File: src/verilog/clock_speed_pkg.sv
// What this block does
// (RULE_01) standard mode halves oscillator; software bypasses halving
// (RULE_02) cpu bit: clear 12, set 6 periods
// (RULE_03) reset: standard speed, control register zero
// (RULE_04) cpu bit speeds cpu and every peripheral whose selector is clear
// (RULE_05) peripheral doubles only while its selector clear
// (RULE_06) speed change applied on halved-clock rising edge
// (RULE_07) boot fuse programmed: leave reset double speed
// (RULE_08) double-speed peripheral gets halved time reference
// (RULE_09) selectors matter only while cpu bit set
// (RULE_10) selector changes also on halved-clock edge
package clock_speed_pkg;
  localparam logic [7:0] clock_speed_control_addr = 8'h8f;
  localparam logic [7:0] clock_speed_control_rst  = 8'h00;
  localparam logic [7:0] clock_speed_control_mask = 8'h7f;
  localparam logic [7:0] boot_double_speed_rst    = 8'h01;
  localparam int         cpu_double_speed_bit     = 0;
  localparam int         periph_sel_lsb           = 1;
  localparam int         num_periph               = 6;
  localparam logic [3:0] std_periods              = 4'hc;
  localparam logic [3:0] x2_periods               = 4'h6;
  localparam logic [3:0] phase_half               = 4'h3;
endpackage : clock_speed_pkg

File: src/verilog/double_speed_clock_generator.sv
module double_speed_clock_generator
  import clock_speed_pkg::*;
#(
  parameter int NP = num_periph
) (
  input  wire logic        clk_i,
  input  wire logic        rst_i,
  input  wire logic        oscillator_input_i,
  input  wire logic        boot_double_speed_fuse_i,
  input  wire logic [31:0] adr_i,
  input  wire logic [31:0] dat_i,
  input  wire logic [3:0]  sel_i,
  input  wire logic        we_i,
  input  wire logic        cyc_i,
  input  wire logic        stb_i,
  output logic [31:0]      dat_o,
  output logic             ack_o,
  output logic             core_clk_o,
  output logic             cpu_cycle_o,
  output logic [NP-1:0]    periph_cycle_o,
  output logic             cpu_double_speed_o
);
  typedef struct packed {
    logic [7:0]  ctrl;
    logic        osc_d;
    logic        half;
    logic        eff_cpu;
    logic        core_clk;
    logic        ack;
    logic [31:0] dat;
    logic        boot_done;
  } st_s;
  st_s st_reg, st_next;

  logic            osc_rise;
  logic            half_rise;
  logic [NP-1:0]   per_dbl;
  logic [NP-1:0]   per_cyc;
  logic            cpu_cyc;
  logic            hit;

  // oscillator sampled as synchronous level; each rising edge is one period
  assign osc_rise  = oscillator_input_i & ~st_reg.osc_d;
  assign half_rise = osc_rise & ~st_reg.half;
  assign hit       = (adr_i[9:2] == clock_speed_control_addr);

  always_comb begin
    st_next       = st_reg;
    st_next.osc_d = oscillator_input_i;
    st_next.ack   = 1'b0;
    if (!st_reg.boot_done) begin
      st_next.boot_done = 1'b1;
      if (boot_double_speed_fuse_i) begin
        st_next.ctrl    = boot_double_speed_rst; // [RULE_07]
        st_next.eff_cpu = 1'b1; // [RULE_07]
      end
    end
    if (osc_rise) begin
      st_next.half = ~st_reg.half; // [RULE_01]
    end
    // boot cycle owns the mode; a coinciding halved edge must not undo the fuse
    if (half_rise && st_reg.boot_done) begin
      st_next.eff_cpu = st_reg.ctrl[cpu_double_speed_bit]; // [RULE_06]
    end
    // bypass passes oscillator straight; otherwise the halved clock
    st_next.core_clk = st_reg.eff_cpu ? oscillator_input_i : st_next.half; // [RULE_01]
    if (cyc_i && stb_i && !st_reg.ack) begin
      st_next.ack = 1'b1;
      st_next.dat = 32'h0;
      if (hit) begin
        if (we_i && sel_i[0]) begin
          st_next.ctrl = dat_i[7:0] & clock_speed_control_mask;
        end
        st_next.dat = {24'h0, st_reg.ctrl};
      end
    end
  end

  always_ff @(posedge clk_i) begin
    if (rst_i) begin
      st_reg      <= '0;
      st_reg.ctrl <= clock_speed_control_rst; // [RULE_03]
      // track the pin in reset so no false rise follows release
      st_reg.osc_d <= oscillator_input_i;
    end else begin
      st_reg <= st_next;
    end
  end

  // peripherals double only with cpu bit set and own selector clear
  always_comb begin
    for (int i = 0; i < NP; i++) begin
      per_dbl[i] = st_reg.ctrl[cpu_double_speed_bit] &
                   ~st_reg.ctrl[periph_sel_lsb + i]; // [RULE_04] [RULE_05] [RULE_09]
    end
  end

  cycle_strobe u_cpu (
    .clk_i       (clk_i),
    .rst_i       (rst_i),
    .osc_en_i    (osc_rise),
    .half_edge_i (half_rise),
    .double_i    (st_reg.ctrl[cpu_double_speed_bit]),
    .cycle_o     (cpu_cyc)
  );

  for (genvar g = 0; g < NP; g++) begin : g_per
    cycle_strobe u_per (
      .clk_i       (clk_i),
      .rst_i       (rst_i),
      .osc_en_i    (osc_rise),
      .half_edge_i (half_rise),
      .double_i    (per_dbl[g]),
      .cycle_o     (per_cyc[g])
    );
  end

  assign dat_o              = st_reg.dat;
  assign ack_o              = st_reg.ack;
  assign core_clk_o         = st_reg.core_clk;
  assign cpu_cycle_o        = cpu_cyc;
  assign periph_cycle_o     = per_cyc;
  assign cpu_double_speed_o = st_reg.eff_cpu;
endmodule : double_speed_clock_generator

File: src/verilog/cycle_strobe.sv
module cycle_strobe
  import clock_speed_pkg::*;
(
  input  wire logic       clk_i,
  input  wire logic       rst_i,
  input  wire logic       osc_en_i,
  input  wire logic       half_edge_i,
  input  wire logic       double_i,
  output logic            cycle_o
);
  typedef struct packed {
    logic [3:0] cnt;
    logic       dbl;
    logic       cyc;
  } cs_s;
  cs_s st_reg, st_next;

  always_comb begin
    st_next     = st_reg;
    st_next.cyc = 1'b0;
    if (half_edge_i) begin
      st_next.dbl = double_i; // [RULE_06] [RULE_10]
    end
    if (osc_en_i) begin
      if (st_reg.cnt + 4'h1 >= (st_reg.dbl ? x2_periods : std_periods)) begin // [RULE_02] [RULE_08]
        st_next.cnt = 4'h0;
        st_next.cyc = 1'b1;
      end else begin
        st_next.cnt = st_reg.cnt + 4'h1;
      end
    end
  end

  always_ff @(posedge clk_i) begin
    if (rst_i) begin
      st_reg <= '0;
    end else begin
      st_reg <= st_next;
    end
  end

  assign cycle_o = st_reg.cyc;
endmodule : cycle_strobe

File: config.mk
export PLATFORM = sky130hd
export DESIGN_NAME = double_speed_clock_generator
export DESIGN_NICKNAME = d
export VERILOG_FILES = /design/src/verilog/clock_speed_pkg.sv /design/src/verilog/double_speed_clock_generator.sv /design/src/verilog/cycle_strobe.sv
export SDC_FILE = /design/constraint.sdc
export NUM_CORES = 1
export LEC_CHECK = 0
export ABC_AREA = 1
export ABC_CLOCK_PERIOD_IN_PS = 3900
export BUFFER_PORTS_ARGS = -buffer_cell sky130_fd_sc_hd__buf_2
export CAP_MARGIN = 40
export CORE_MARGIN = 2
export CORE_UTILIZATION = 54
export DETAILED_ROUTE_END_ITERATION = 8
export PLACE_DENSITY = 0.95
export SKIP_LAST_GASP = 1
export SLEW_MARGIN = 10
export SYNTH_ARGS = -nofsm -noshare
export SYNTH_HDL_FRONTEND = slang
export SYNTH_SLANG_ARGS = --single-unit
File: constraint.sdc
create_clock -name clk_i -period 3.9 [get_ports clk_i]
set_input_delay 0.78 -clock clk_i [delete_from_list [all_inputs] [get_ports clk_i]]
set_output_delay 0.78 -clock clk_i [all_outputs]
set_load 0.01 [all_outputs]
**Yosys cells after proc, flatten, opt, wreduce, memory -nomap -nowiden**

Cells that the tools add are included.
Widths: inputs -> output; s select.

- Flip-flop bits (word level): 88
- Output and inout bits: 42
- Word-level logic and storage cells: 104

- $add $sub $neg: 7
- Magnitude comparators: 7
- Equal/unequal tests: 2
- Multiplexer cells: 34
- Bitwise gates (word level): 17
- Reduce and logical (&&, ||, !) cells: 8

Operators by type and width:

| kind | number |
|---|---|
| $mux 4 | 14 |
| $mux 8 | 6 |
| $mux 33 | 1 |
| $add 4x1->4 const B | 7 |
| $ge 4x4->1 | 7 |
| $mux 1 | 13 |
| $not 1->1 | 9 |
| $and 1x1->1 | 8 |
| $eq 8x8->1 const B | 1 |
| $logic_and 1x1->1 | 4 |
| $ne 2x1->1 const B | 1 |
| $reduce_and 2->1 | 1 |
| $reduce_bool 2->1 | 1 |
| $reduce_or 2->1 | 1 |
| $logic_not 1->1 | 1 |

**Logic depth before layout (Yosys ltp)**

Gate-level depths: netlist of run 1.

- Depth after elaboration: 6
- Gate-level depth with buffers: 8

**Modules after synthesis**

A second synthesis of run 1 with hierarchy kept.

- Cell total of the unflattened synthesis: 466
- Area total of the unflattened synthesis: 3629.7 um^2

By module, submodules not included:

| module | instances | cells an instance | area each (um^2) | seq. area each (um^2) |
|---|---|---|---|---|
| cycle_strobe | 7 | 42 | 337.8 | 120.1 |
| double_speed_clock_generator | 1 | 172 | 1265.0 | 440.4 |

**Worst setup path after synthesis of run 1**

Ideal clock, no wire load.

- Kind: input port to flip-flop
- Start point: input oscillator_input_i
- End point: register st_reg, in the netlist cpu_double_speed_o
- Arrival time: 1846 ps
- Required time: 3843 ps
- Slack: 1997 ps
- Stages on the path: 8
- Path buffers: 1
- Cells stage by stage: inv_2 nor2_8 buf_1 ha_1 nand2_1 o21ai_0 o21ai_0 inv_1

- Word-level cells in the longest chain between the ends: 5
- Elaborated cells between the ends (all ways): 7
- Classes of those cells: 1 x eq/ne; 1 x mux; 2 x bitwise; 3 x reduce/logical

RTL lines:

| item | RTL line | RTL |
|---|---|---|
| from (decl) | double_speed_clock_generator.sv:8 | `input wire logic oscillator_input_i,` |
| $and 1x1->1 * | double_speed_clock_generator.sv:43 | `assign osc_rise = oscillator_input_i & ~st_reg.osc_d;` |
| net g_per[0].u_per.osc_en_i | cycle_strobe.sv:6 | `input wire logic osc_en_i,` |
| $and 1x1->1 * | double_speed_clock_generator.sv:44 | `assign half_rise = osc_rise & ~st_reg.half;` |
| net g_per[0].u_per.half_edge_i | cycle_strobe.sv:7 | `input wire logic half_edge_i,` |
| $logic_and 1x1->1 * | double_speed_clock_generator.sv:62 | `if (half_rise && st_reg.boot_done) begin` |
| $ne 2x1->1 (no source line) or $reduce_bool 2->1 (tied branches) | - |  |
| $reduce_and 2->1 (no source line) | - |  |
| to (signal assigned) | double_speed_clock_generator.sv:86 | `st_reg <= st_next;` |
| to (decl) | double_speed_clock_generator.sv:33 | `st_s st_reg, st_next;` |

Mark *: on every way through the listed nets, which the timed path passes. The rest lies on a longest branch.
A chain may end at the register's enable or synchronous reset.

**Worst setup path in the final report of run 1**

- Start point: input oscillator_input_i
- End point: register st_reg, in the netlist cpu_double_speed_o

- Word-level cells in the longest chain between the ends: 5
- Elaborated cells between the ends (all ways): 7
- Classes of those cells: 1 x eq/ne; 1 x mux; 2 x bitwise; 3 x reduce/logical

RTL lines:

| item | RTL line |
|---|---|
| $and 1x1->1 * | double_speed_clock_generator.sv:43 |
| $and 1x1->1 * | double_speed_clock_generator.sv:44 |
| net g_per[0].u_per.half_edge_i | cycle_strobe.sv:7 |
| $logic_and 1x1->1 * | double_speed_clock_generator.sv:62 |
| $ne 2x1->1 (no source line) or $reduce_bool 2->1 (tied branches) | - |
| $reduce_and 2->1 (no source line) | - |

Marked as above.

==> results of run 1 <==
## cells by family (layout without fill, tap and decap cells)
family / Yosys count / after routing / synth area share
buf+inv: 93 / 98 / 0.1550
fa+ha+maj: 22 / 22 / 0.08258
other cells: 1 / 24 / 0.001125
compound gates: 85 / 85 / 0.1344
flops: 64 / 64 / 0.3844
simple gates: 177 / 177 / 0.2425
## layout by cell type (no fill, tap or decap), types with 2 or more instances in the layout
cell type,n
a21oi_1,46
a2bb2oi_1,6
buf_2,40
clkbuf_8,11
clkinv_2,2
clkinvlp_4,2
conb_1,24
dfxtp_1,64
ha_1,22
inv_1,39
inv_2,3
nand2_1,73
nand3_1,42
nand3_2,2
nand4_1,18
nor2_1,36
nor2_2,2
o21ai_0,24
o21ai_1,9
## metal layers
layer / GRT usage / wire [microns]
met5: 0 / 0
met4: 0.09508 / 125
met3: 0.05217 / 372
met2: 0.3702 / 3212
met1: 0.2454 / 2814
## metrics by stage
| stage | instance area (sq um) | setup slack, ns | util | instances |
|---|---|---|---|---|
| after floorplan | 3420 | 1.997 | - | 465 |
| after global placement | 3354 | 1.611 | 0.5632 | 529 |
| after detailed placement | 3354 | 1.521 | 0.5632 | 529 |
| after CTS | 3561 | 1.881 | 0.5979 | 545 |
| after global routing | 3561 | 1.655 | 0.5979 | 545 |
| final | 3561 | 1.898 | 0.5979 | 545 |
## final cells by class
| type | count | area (sq um) |
|---|---|---|
| fillers | 548 | 2395 |
| multi-input cells | 308 | 1622 |
| flip-flops and latches | 64 | 1281 |
| repair buffers | 40 | 200.2 |
| inverters | 42 | 157.7 |
| clock buffers | 11 | 151.4 |
| well taps | 75 | 93.84 |
| clock inverters | 5 | 55.05 |
## power groups by stage
stage | registers, W | logic, W | clock network, W
5_1_grt | 0.000720 | 0.000193 | 0.000620
3_3_place_gp | 0.000727 | 0.000155 | 0
4_1_cts | 0.000715 | 0.000166 | 0.000589
6_report | 0.000716 | 0.000166 | 0.000582
2_1_floorplan | 0.000723 | 0.000149 | 0
3_5_place_dp | 0.000729 | 0.000164 | 0
## worst reg2reg max path, delay by kind of cell (launching register included)
| kind | cells | cell delay [ns] |
|---|---|---|
| flops | 1 | 0.35 |
| fa+ha+maj | 1 | 0.32 |
| buf+inv | 1 | 0.09 |
| simple gates | 2 | 0.66 |
| compound gates | 2 | 0.32 |
## final timing paths
kind	from	to	depth (start not counted)
setup / recovery	oscillator_input_i	cpu_double_speed_o	8
hold / removal	st_reg[45]	st_reg[45]	2
setup reg to reg	st_reg[37]	cpu_double_speed_o	6
hold reg to reg	st_reg[45]	st_reg[45]	2
==> results.yml, run 1 <==
routing:
  firstDrtPassIters: 4
  viasPerCell: 5.294
  drt_iter0_markers: 169
  drt_wl_total_microns: 6524
  ant_nets: 0
  num_vias: 2885
  wire_per_inst_microns: 11.97
  drc: 0
sta:
  slew_viol_final: 0
  rsz0062_at_grt: "false"
  tightest_slew_ns: 0.6815
  hold_violations: 0
  period_minus_slack_ns: 2.002
  whs_ns: 0.4424
  fin_skew_ns: 0.006658
  setup_viol: 0
  relSlewSlack: 0.5450
  max_clock_freq_mhz: 499.6
  fin_setup_tns_ns: 0
  finalCritPeriodShare: 0.5133
clocking:
  numCtsBuffers: 9
  clk_path_buf_depth: 2
  numClockSinks: 64
  cts_resized: 0
  cts_root_buffer: "clkbuf_8"
  cts_tree: "done"
  htreeDepth: 3
  hold_buffers: 0
  path_clk_slew_ns: 0.07
  clock_latency_ns: 0.34
  post-cts-setup-buffer-count: 0
global_route:
  grt_pass1_vias: 2710
  grt_max_degree: 46
  antenna_found_initial: 0
  grt_pass1_wl_microns: 11230
  grt_overflow: 0
  track_usage: 0.2124
critical_path:
  rrSetupSlack_ns: 2.11
  cp_slowest_cell: "nor2_8"
  crit_path_max_incr_delay_ns: 0.41
  cpMostUsedCell: "o21ai_0"
  path_class: "in -> reg"
  cp_top_family: "simple AND/OR/NAND/NOR gates"
  worst_setup_path_end_kind: "flop"
  startpoint_type: "primary input"
  path_max_fanout: 45
  worst_ep_arrival_time_ns: 2.28
  cp.required_ns: 4.18
  worstPathCellList: "buf_2, inv_2, nor2_8, ha_1, nand2_1, o21ai_0, o21ai_0, inv_1"
  crit_buf_inv: 3
final_layout:
  diodes: 0
  drive_gt1_frac: 0.1404
  syn_to_final_growth_pct: 6.832
  nets: 562
  largest_reg_flops: 30
floorplanning:
  rows: 28
  die_area_sq_um: 6817
  core_sq_um: 5956
  initial_core_util: 0.5597
  die_height_microns: 82.57
  ioPinCount: 117
  die_x_microns: 82.57
power:
  comb_power_share: 0.114
  power.total_w: 0.001464
  power_leakage_nw: 1.697
  seqPwrFrac: 0.489
  pwr-share-clk: 0.397
  worst_ir_drop_vdd_mv: 0.2434
  power.density_nw_per_um2: 411.2
  p_int_w: 0.001075
  power_switching_w: 0.0003888
  swShare: 0.2656
placement:
  routabilityCongestion: 0.8506
  portBuffers: 40
  dp_hpwl_microns: 4610
run:
  max_cap_violations: 0
yosys:
  synthCells: 442
  synth.yosys.seq_area_share: 0.3844
  yosysMostFrequentCell: "nand2_1"
  synth_top_area_share: 0.3844
  ys_seq_elements: 64
  async_reset_ff_frac: 0
  syn_area_per_cell_sq_um: 7.541
  synth-main-ff-cell: "dfxtp_1"
  yosysTopAreaCell: "dfxtp_1"
  synth_edf_count: 0
  synth_area_leaders: "dfxtp_1 (38%), buf_4 (8.6%), ha_1 (8.3%), nand2_1 (8.2%), a21oi_1 (6.9%)"
  netlist_area_sq_um: 3333
  yosysWarnings: 0
  yosys-top-cells-count: "nand2_1 (73), dfxtp_1 (64), a21oi_1 (46)"
  ys_types: 23
run_status:
  outcome: "finished clean"
hold_path:
  min_path_type: "reg -> reg"
Note: power is estimated with default switching activity, not from simulation.
==> run 2: changes to the inputs <==
Settings changed: ABC_CLOCK_PERIOD_IN_PS 3900 to 2100, CORE_UTILIZATION 54 to 50, PLACE_DENSITY 0.95 to 0.9.
Clock period 3.9 ns to 2.1 ns, I/O delays scaled along.
==> results.yml, run 2 (synthesis results as in run 1) <==
routing:
  viasPerCell: 5.266
  firstDrtPassIters: 5
  drt_iter0_markers: 222
  drc: 0
  ant_nets: 0
  drt_wl_total_microns: 6698
  wire_per_inst_microns: 12.13
  num_vias: 2907
global_route:
  grt_overflow: 0
  track_usage: 0.1856
  grt_pass1_wl_microns: 11070
  grt_pass1_vias: 2665
  antenna_found_initial: 0
  grt_max_degree: 29
placement:
  routabilityCongestion: 0.8744
  dp_cells: 536
  dp_hpwl_microns: 4855
  dpl_cell_area_sq_um: 3395
  portBuffers: 40
sta:
  fin_skew_ns: 0.007564
  period_minus_slack_ns: 1.602
  rsz0062_at_grt: "false"
  finalCritPeriodShare: 0.7630
  slew_viol_final: 0
  setup_viol: 0
  whs_ns: 0.2147
  fin_setup_tns_ns: 0
  hold_violations: 0
  max_clock_freq_mhz: 624.1
power:
  power.total_w: 0.002827
  power_leakage_nw: 1.725
  power.density_nw_per_um2: 781.8
  worst_ir_drop_vdd_mv: 0.6556
clocking:
  clock_latency_ns: 0.34
  hold_buffers: 0
  post-cts-setup-buffer-count: 0
  path_clk_slew_ns: 0.07
  numClockSinks: 64
  cts_tree: "done"
  cts_resized: 0
  htreeDepth: 3
  numCtsBuffers: 9
  cts_root_buffer: "clkbuf_8"
  clk_path_buf_depth: 2
final_layout:
  most-common-layout-cells: "nand2_1 (73), dfxtp_1 (64), a21oi_1 (46)"
  diodes: 0
  postLayoutCellArea_sq_um: 3616
  fill_cells: 587
  syn_to_final_growth_pct: 8.484
  stdcell_count: 552
  register_area_sq_um: 1281
  largest_reg_flops: 30
  drive_gt1_frac: 0.1474
  nets: 567
  multiInputGateArea_sq_um: 1622
  final_common_cell: "nand2_1"
floorplanning:
  die_area_sq_um: 7335
  die_x_microns: 85.65
  ioPinCount: 117
  rows: 29
  die_height_microns: 85.65
  initial_core_util: 0.5219
  core_sq_um: 6386
critical_path:
  reg2reg_from: "g_per[4].u_per.st_reg[2]"
  cp.required_ns: 2.33
  worst_setup_path_end_kind: "flop"
  startpoint_type: "flop"
  worst_ep_arrival_time_ns: 1.83
  reg2reg_depth: 8
  path_class: "reg -> reg"
  rrSetupSlack_ns: 0.50
  reg2reg_to: "g_per[4].u_per.st_reg[4]"
  path_max_fanout: 6
hold_path:
  min_from: "oscillator_input_i"
  min_path_cells: 1
  min_path_type: "in -> reg"
  min_to: "st_reg[37]"
run:
  max_cap_violations: 0
run_status:
  outcome: "finished clean"
-- run 2: changes by cell type in the layout (fill, tap and decap cells not counted) --
cell       before  now
clkinv_2        2    1
clkbuf_8       11   10
buf_4           0    5
bufinv_16       1    2
clkbuf_1        0    1
-- run 2: where the power goes --
| group | leakage, nW | internal [W] | switching, W |
|---|---|---|---|
| Combinational | 1.10 | 0.000122 | 0.000195 |
| Sequential | 0.524 | 0.00127 | 0.0000557 |
| Clock | 0.106 | 0.000699 | 0.000482 |
-- run 2: routing by layer --
layer / up-vias / GRT usage / part of all wire
met3: 16 / 0.03657 / 0.048
li1: 1475 / - / -
met5: - / 0 / 0
met4: 0 / 0.09812 / 0.021
met1: 1335 / 0.2187 / 0.45
met2: 81 / 0.3182 / 0.48
-- run 2: area by class of cell --
type                       instances  area share
multi-input combinational        308      0.4484
inverter                          42     0.04360
sequential                        64      0.3543
timing repair buffer              45     0.06574
clock buffer                      11     0.03910
clock inverter                     5     0.02215
tap                               77     0.02664
-- run 2: metrics by stage --
stage / setup slack, ns / util
2_1_floorplan: 0.5572 / -
3_3_place_gp: 0.4374 / 0.5315
3_5_place_dp: 0.4015 / 0.5315
4_1_cts: 0.4710 / 0.5662
5_1_grt: 0.3584 / 0.5662
6_report: 0.4977 / 0.5662
-- run 2: worst max path at each step --
| stage | startpoint | to | slack [ns] |
|---|---|---|---|
| 3_5_place_dp | oscillator_input_i | cpu_double_speed_o | 0.40 |
| 6_report | g_per[4].u_per.st_reg[2] | g_per[4].u_per.st_reg[4] | 0.50 |
| 5_1_grt | u_cpu.st_reg[2] | u_cpu.st_reg[4] | 0.36 |
| 2_1_floorplan | oscillator_input_i | cpu_double_speed_o | 0.56 |
| 4_1_cts | g_per[4].u_per.st_reg[2] | g_per[4].u_per.st_reg[3] | 0.47 |
| 3_3_place_gp | oscillator_input_i | cpu_double_speed_o | 0.44 |
-- run 2: worst max-delay path, stage by stage (launching register included) --
cell,delay (ns)
dfxtp_1,0.36
ha_1,0.32
inv_1,0.05
ha_1,0.27
nand2_1,0.06
nand2_1,0.07
nand3_1,0.17
nand3_1,0.12
a21oi_1,0.06
==> run 3: changes to the inputs <==
Settings changed: ABC_AREA 1 to 0, ABC_CLOCK_PERIOD_IN_PS 2100 to 1500, CORE_UTILIZATION 50 to 49, PLACE_DENSITY 0.9 to 0.89.
Clock period 2.1 ns to 1.5 ns, I/O delays scaled along.
==> results.yml, run 3 <==
routing:
  viasPerCell: 5.411
  wire_per_inst_microns: 14.66
  num_vias: 2792
  ant_nets: 0
  firstDrtPassIters: 4
  drc: 0
  drt_iter0_markers: 202
  drt_wl_total_microns: 7563
clocking:
  cts_tree: "done"
  cts_root_buffer: "clkbuf_8"
  clk_path_buf_depth: 2
  path_clk_slew_ns: 0.07
  clock_latency_ns: 0.35
  hold_buffers: 0
  numClockSinks: 64
  htreeDepth: 3
  numCtsBuffers: 9
yosys:
  synth_area_leaders: "dfxtp_1 (40%), buf_4 (9.0%), ha_1 (8.7%), nor2_1 (6.5%), a21oi_1 (5.8%)"
  synth_edf_count: 0
  syn_area_per_cell_sq_um: 8.441
  synthCells: 375
  async_reset_ff_frac: 0
  netlist_area_sq_um: 3166
  ys_types: 32
  ys_seq_elements: 64
  yosysWarnings: 0
  synth_top_area_share: 0.4047
  yosys-top-cells-count: "dfxtp_1 (64), nor2_1 (55), buf_4 (38)"
  synth-main-ff-cell: "dfxtp_1"
  synth.yosys.seq_area_share: 0.4047
  yosysTopAreaCell: "dfxtp_1"
  yosysMostFrequentCell: "dfxtp_1"
run:
  max_cap_violations: 0
floorplanning:
  ioPinCount: 117
  rows: 29
  core_sq_um: 6314
  initial_core_util: 0.5014
  die_area_sq_um: 7119
  die_x_microns: 84.38
  die_height_microns: 84.38
hold_path:
  min_path_type: "in -> reg"
  min_path_cells: 1
placement:
  routabilityCongestion: 0.8120
  dp_slack_ns: -0.3539
  portBuffers: 40
  dp_hpwl_microns: 4828
  dp_cells: 487
sta:
  setup_viol: 32
  hold_violations: 0
  fin_ws_ns: -0.1410
  max_clock_freq_mhz: 609.4
  slew_viol_final: 0
  finalCritPeriodShare: 1.094
  period_minus_slack_ns: 1.641
  fin_setup_tns_ns: -2.204
  rsz0062_at_grt: "true"
  fin_skew_ns: 0.007807
final_layout:
  drive_gt1_frac: 0.4260
  largest_reg_flops: 30
  diodes: 0
  syn_to_final_growth_pct: 36.36
  most-common-layout-cells: "nor2_1 (53), dfxtp_1 (48), buf_2 (40)"
  nets: 531
  final_common_cell: "nor2_1"
  stdcell_count: 516
critical_path:
  reg2reg_depth: 7
  path_max_fanout: 4
  critical_path.startpoint: "g_per[4].u_per.st_reg[2]"
  path_depth: 7
  reg2reg_from: "g_per[4].u_per.st_reg[2]"
  crit_path_max_incr_delay_ns: 0.37
  worstPathCellList: "ha_4, inv_2, ha_4, a21bo_4, a31oi_4, nand3_1, a21oi_1"
  rrSetupSlack_ns: -0.14
  cp_slowest_cell: "dfxtp_4"
  crit_buf_inv: 1
  worst_setup_path_end_kind: "flop"
  startpoint_type: "flop"
  reg2reg_to: "g_per[4].u_per.st_reg[5]"
  crit_end: "g_per[4].u_per.st_reg[5]"
  cpMostUsedCell: "ha_4"
  path_class: "reg -> reg"
  cp.required_ns: 1.78
  cp_top_family: "compound AO/OA/AOI/OAI gates"
  worst_ep_arrival_time_ns: 1.92
power:
  power.density_nw_per_um2: 853.9
  power.total_w: 0.003686
  power_leakage_nw: 1.764
  worst_ir_drop_vdd_mv: 0.6013
run_status:
  failed_checks: "negative setup slack"
  outcome: "finished with violations"
global_route:
  grt_pass1_wl_microns: 12370
  grt_overflow: 0
  antenna_found_initial: 0
  grt_pass1_vias: 2711
  track_usage: 0.2169
  grt_max_degree: 43
[run 3: changes by cell type in the layout (fill, tap and decap cells not counted), moves of 23 or more]
cell / delta
o21ai_0: -23
inv_1: -36
nand2_1: -42
buf_4: +26
nand3_1: -28
[run 3: where the power goes]
part,internal (W),switching [W]
sequential,0.00173,0.0000442
combinational,0.000185,0.000234
clock,0.000809,0.000680
total,0.00273,0.000957
[run 3: layout make-up]
| cell class | instances | area (sq um) |
|---|---|---|
| Fill cell | 478 | 1997 |
| Sequential cell | 64 | 1319 |
| Clock buffer | 11 | 141.4 |
| Inverter | 11 | 46.29 |
| Multi-Input combinational cell | 271 | 2148 |
| Clock inverter | 5 | 56.30 |
| Tap cell | 77 | 96.34 |
| Timing Repair Buffer | 77 | 509.2 |
[run 3: kinds of logic after synthesis]
logic type / count (synthesis) / share of synthesized area
and+or+nand+nor: 123 / 0.1731
buffers and inverters: 63 / 0.1225
other: 1 / 0.001185
xor gates and xnor gates: 14 / 0.03874
adders and majority gates: 22 / 0.08696
DFF: 64 / 0.4047
AOI/OAI and AO/OA: 88 / 0.1727
[run 3: worst min path at each step]
stage	end	startpoint	slack, ns
global route	st_reg[37]	oscillator_input_i	0.08
detailed placement	st_reg[37]	oscillator_input_i	0.45
global placement	st_reg[37]	oscillator_input_i	0.44
CTS	st_reg[37]	oscillator_input_i	0.07
floorplan	st_reg[37]	oscillator_input_i	0.33
finish	st_reg[37]	oscillator_input_i	0.1
[run 3: repair_timing]
action	4_1_cts	5_1_grt
gates cloned	0	1
hold endpoints to repair	0	0
pin swaps	13	20
buffers inserted	8	4
resized for setup	40	24
setup endpoints to repair	35	38
[run 3: metal layers]
metal / global-route usage / routed length, microns / up-vias
li1: - / - / 1356
met1: 0.2480 / 3173 / 1334
met2: 0.3831 / 3883 / 86
met3: 0.04720 / 344 / 16
met4: 0.1053 / 162 / 0
met5: 0 / 0 / -
[run 3: stage by stage]
step / util / area, sq um / hold slack (ns)
6_report: 0.6837 / 4317 / 0.09508
2_1_floorplan: - / 3593 / 0.3277
3_3_place_gp: 0.5914 / 3734 / 0.4415
3_5_place_dp: 0.5914 / 3734 / 0.4482
5_1_grt: 0.6837 / 4317 / 0.07647
4_1_cts: 0.6647 / 4197 / 0.07485
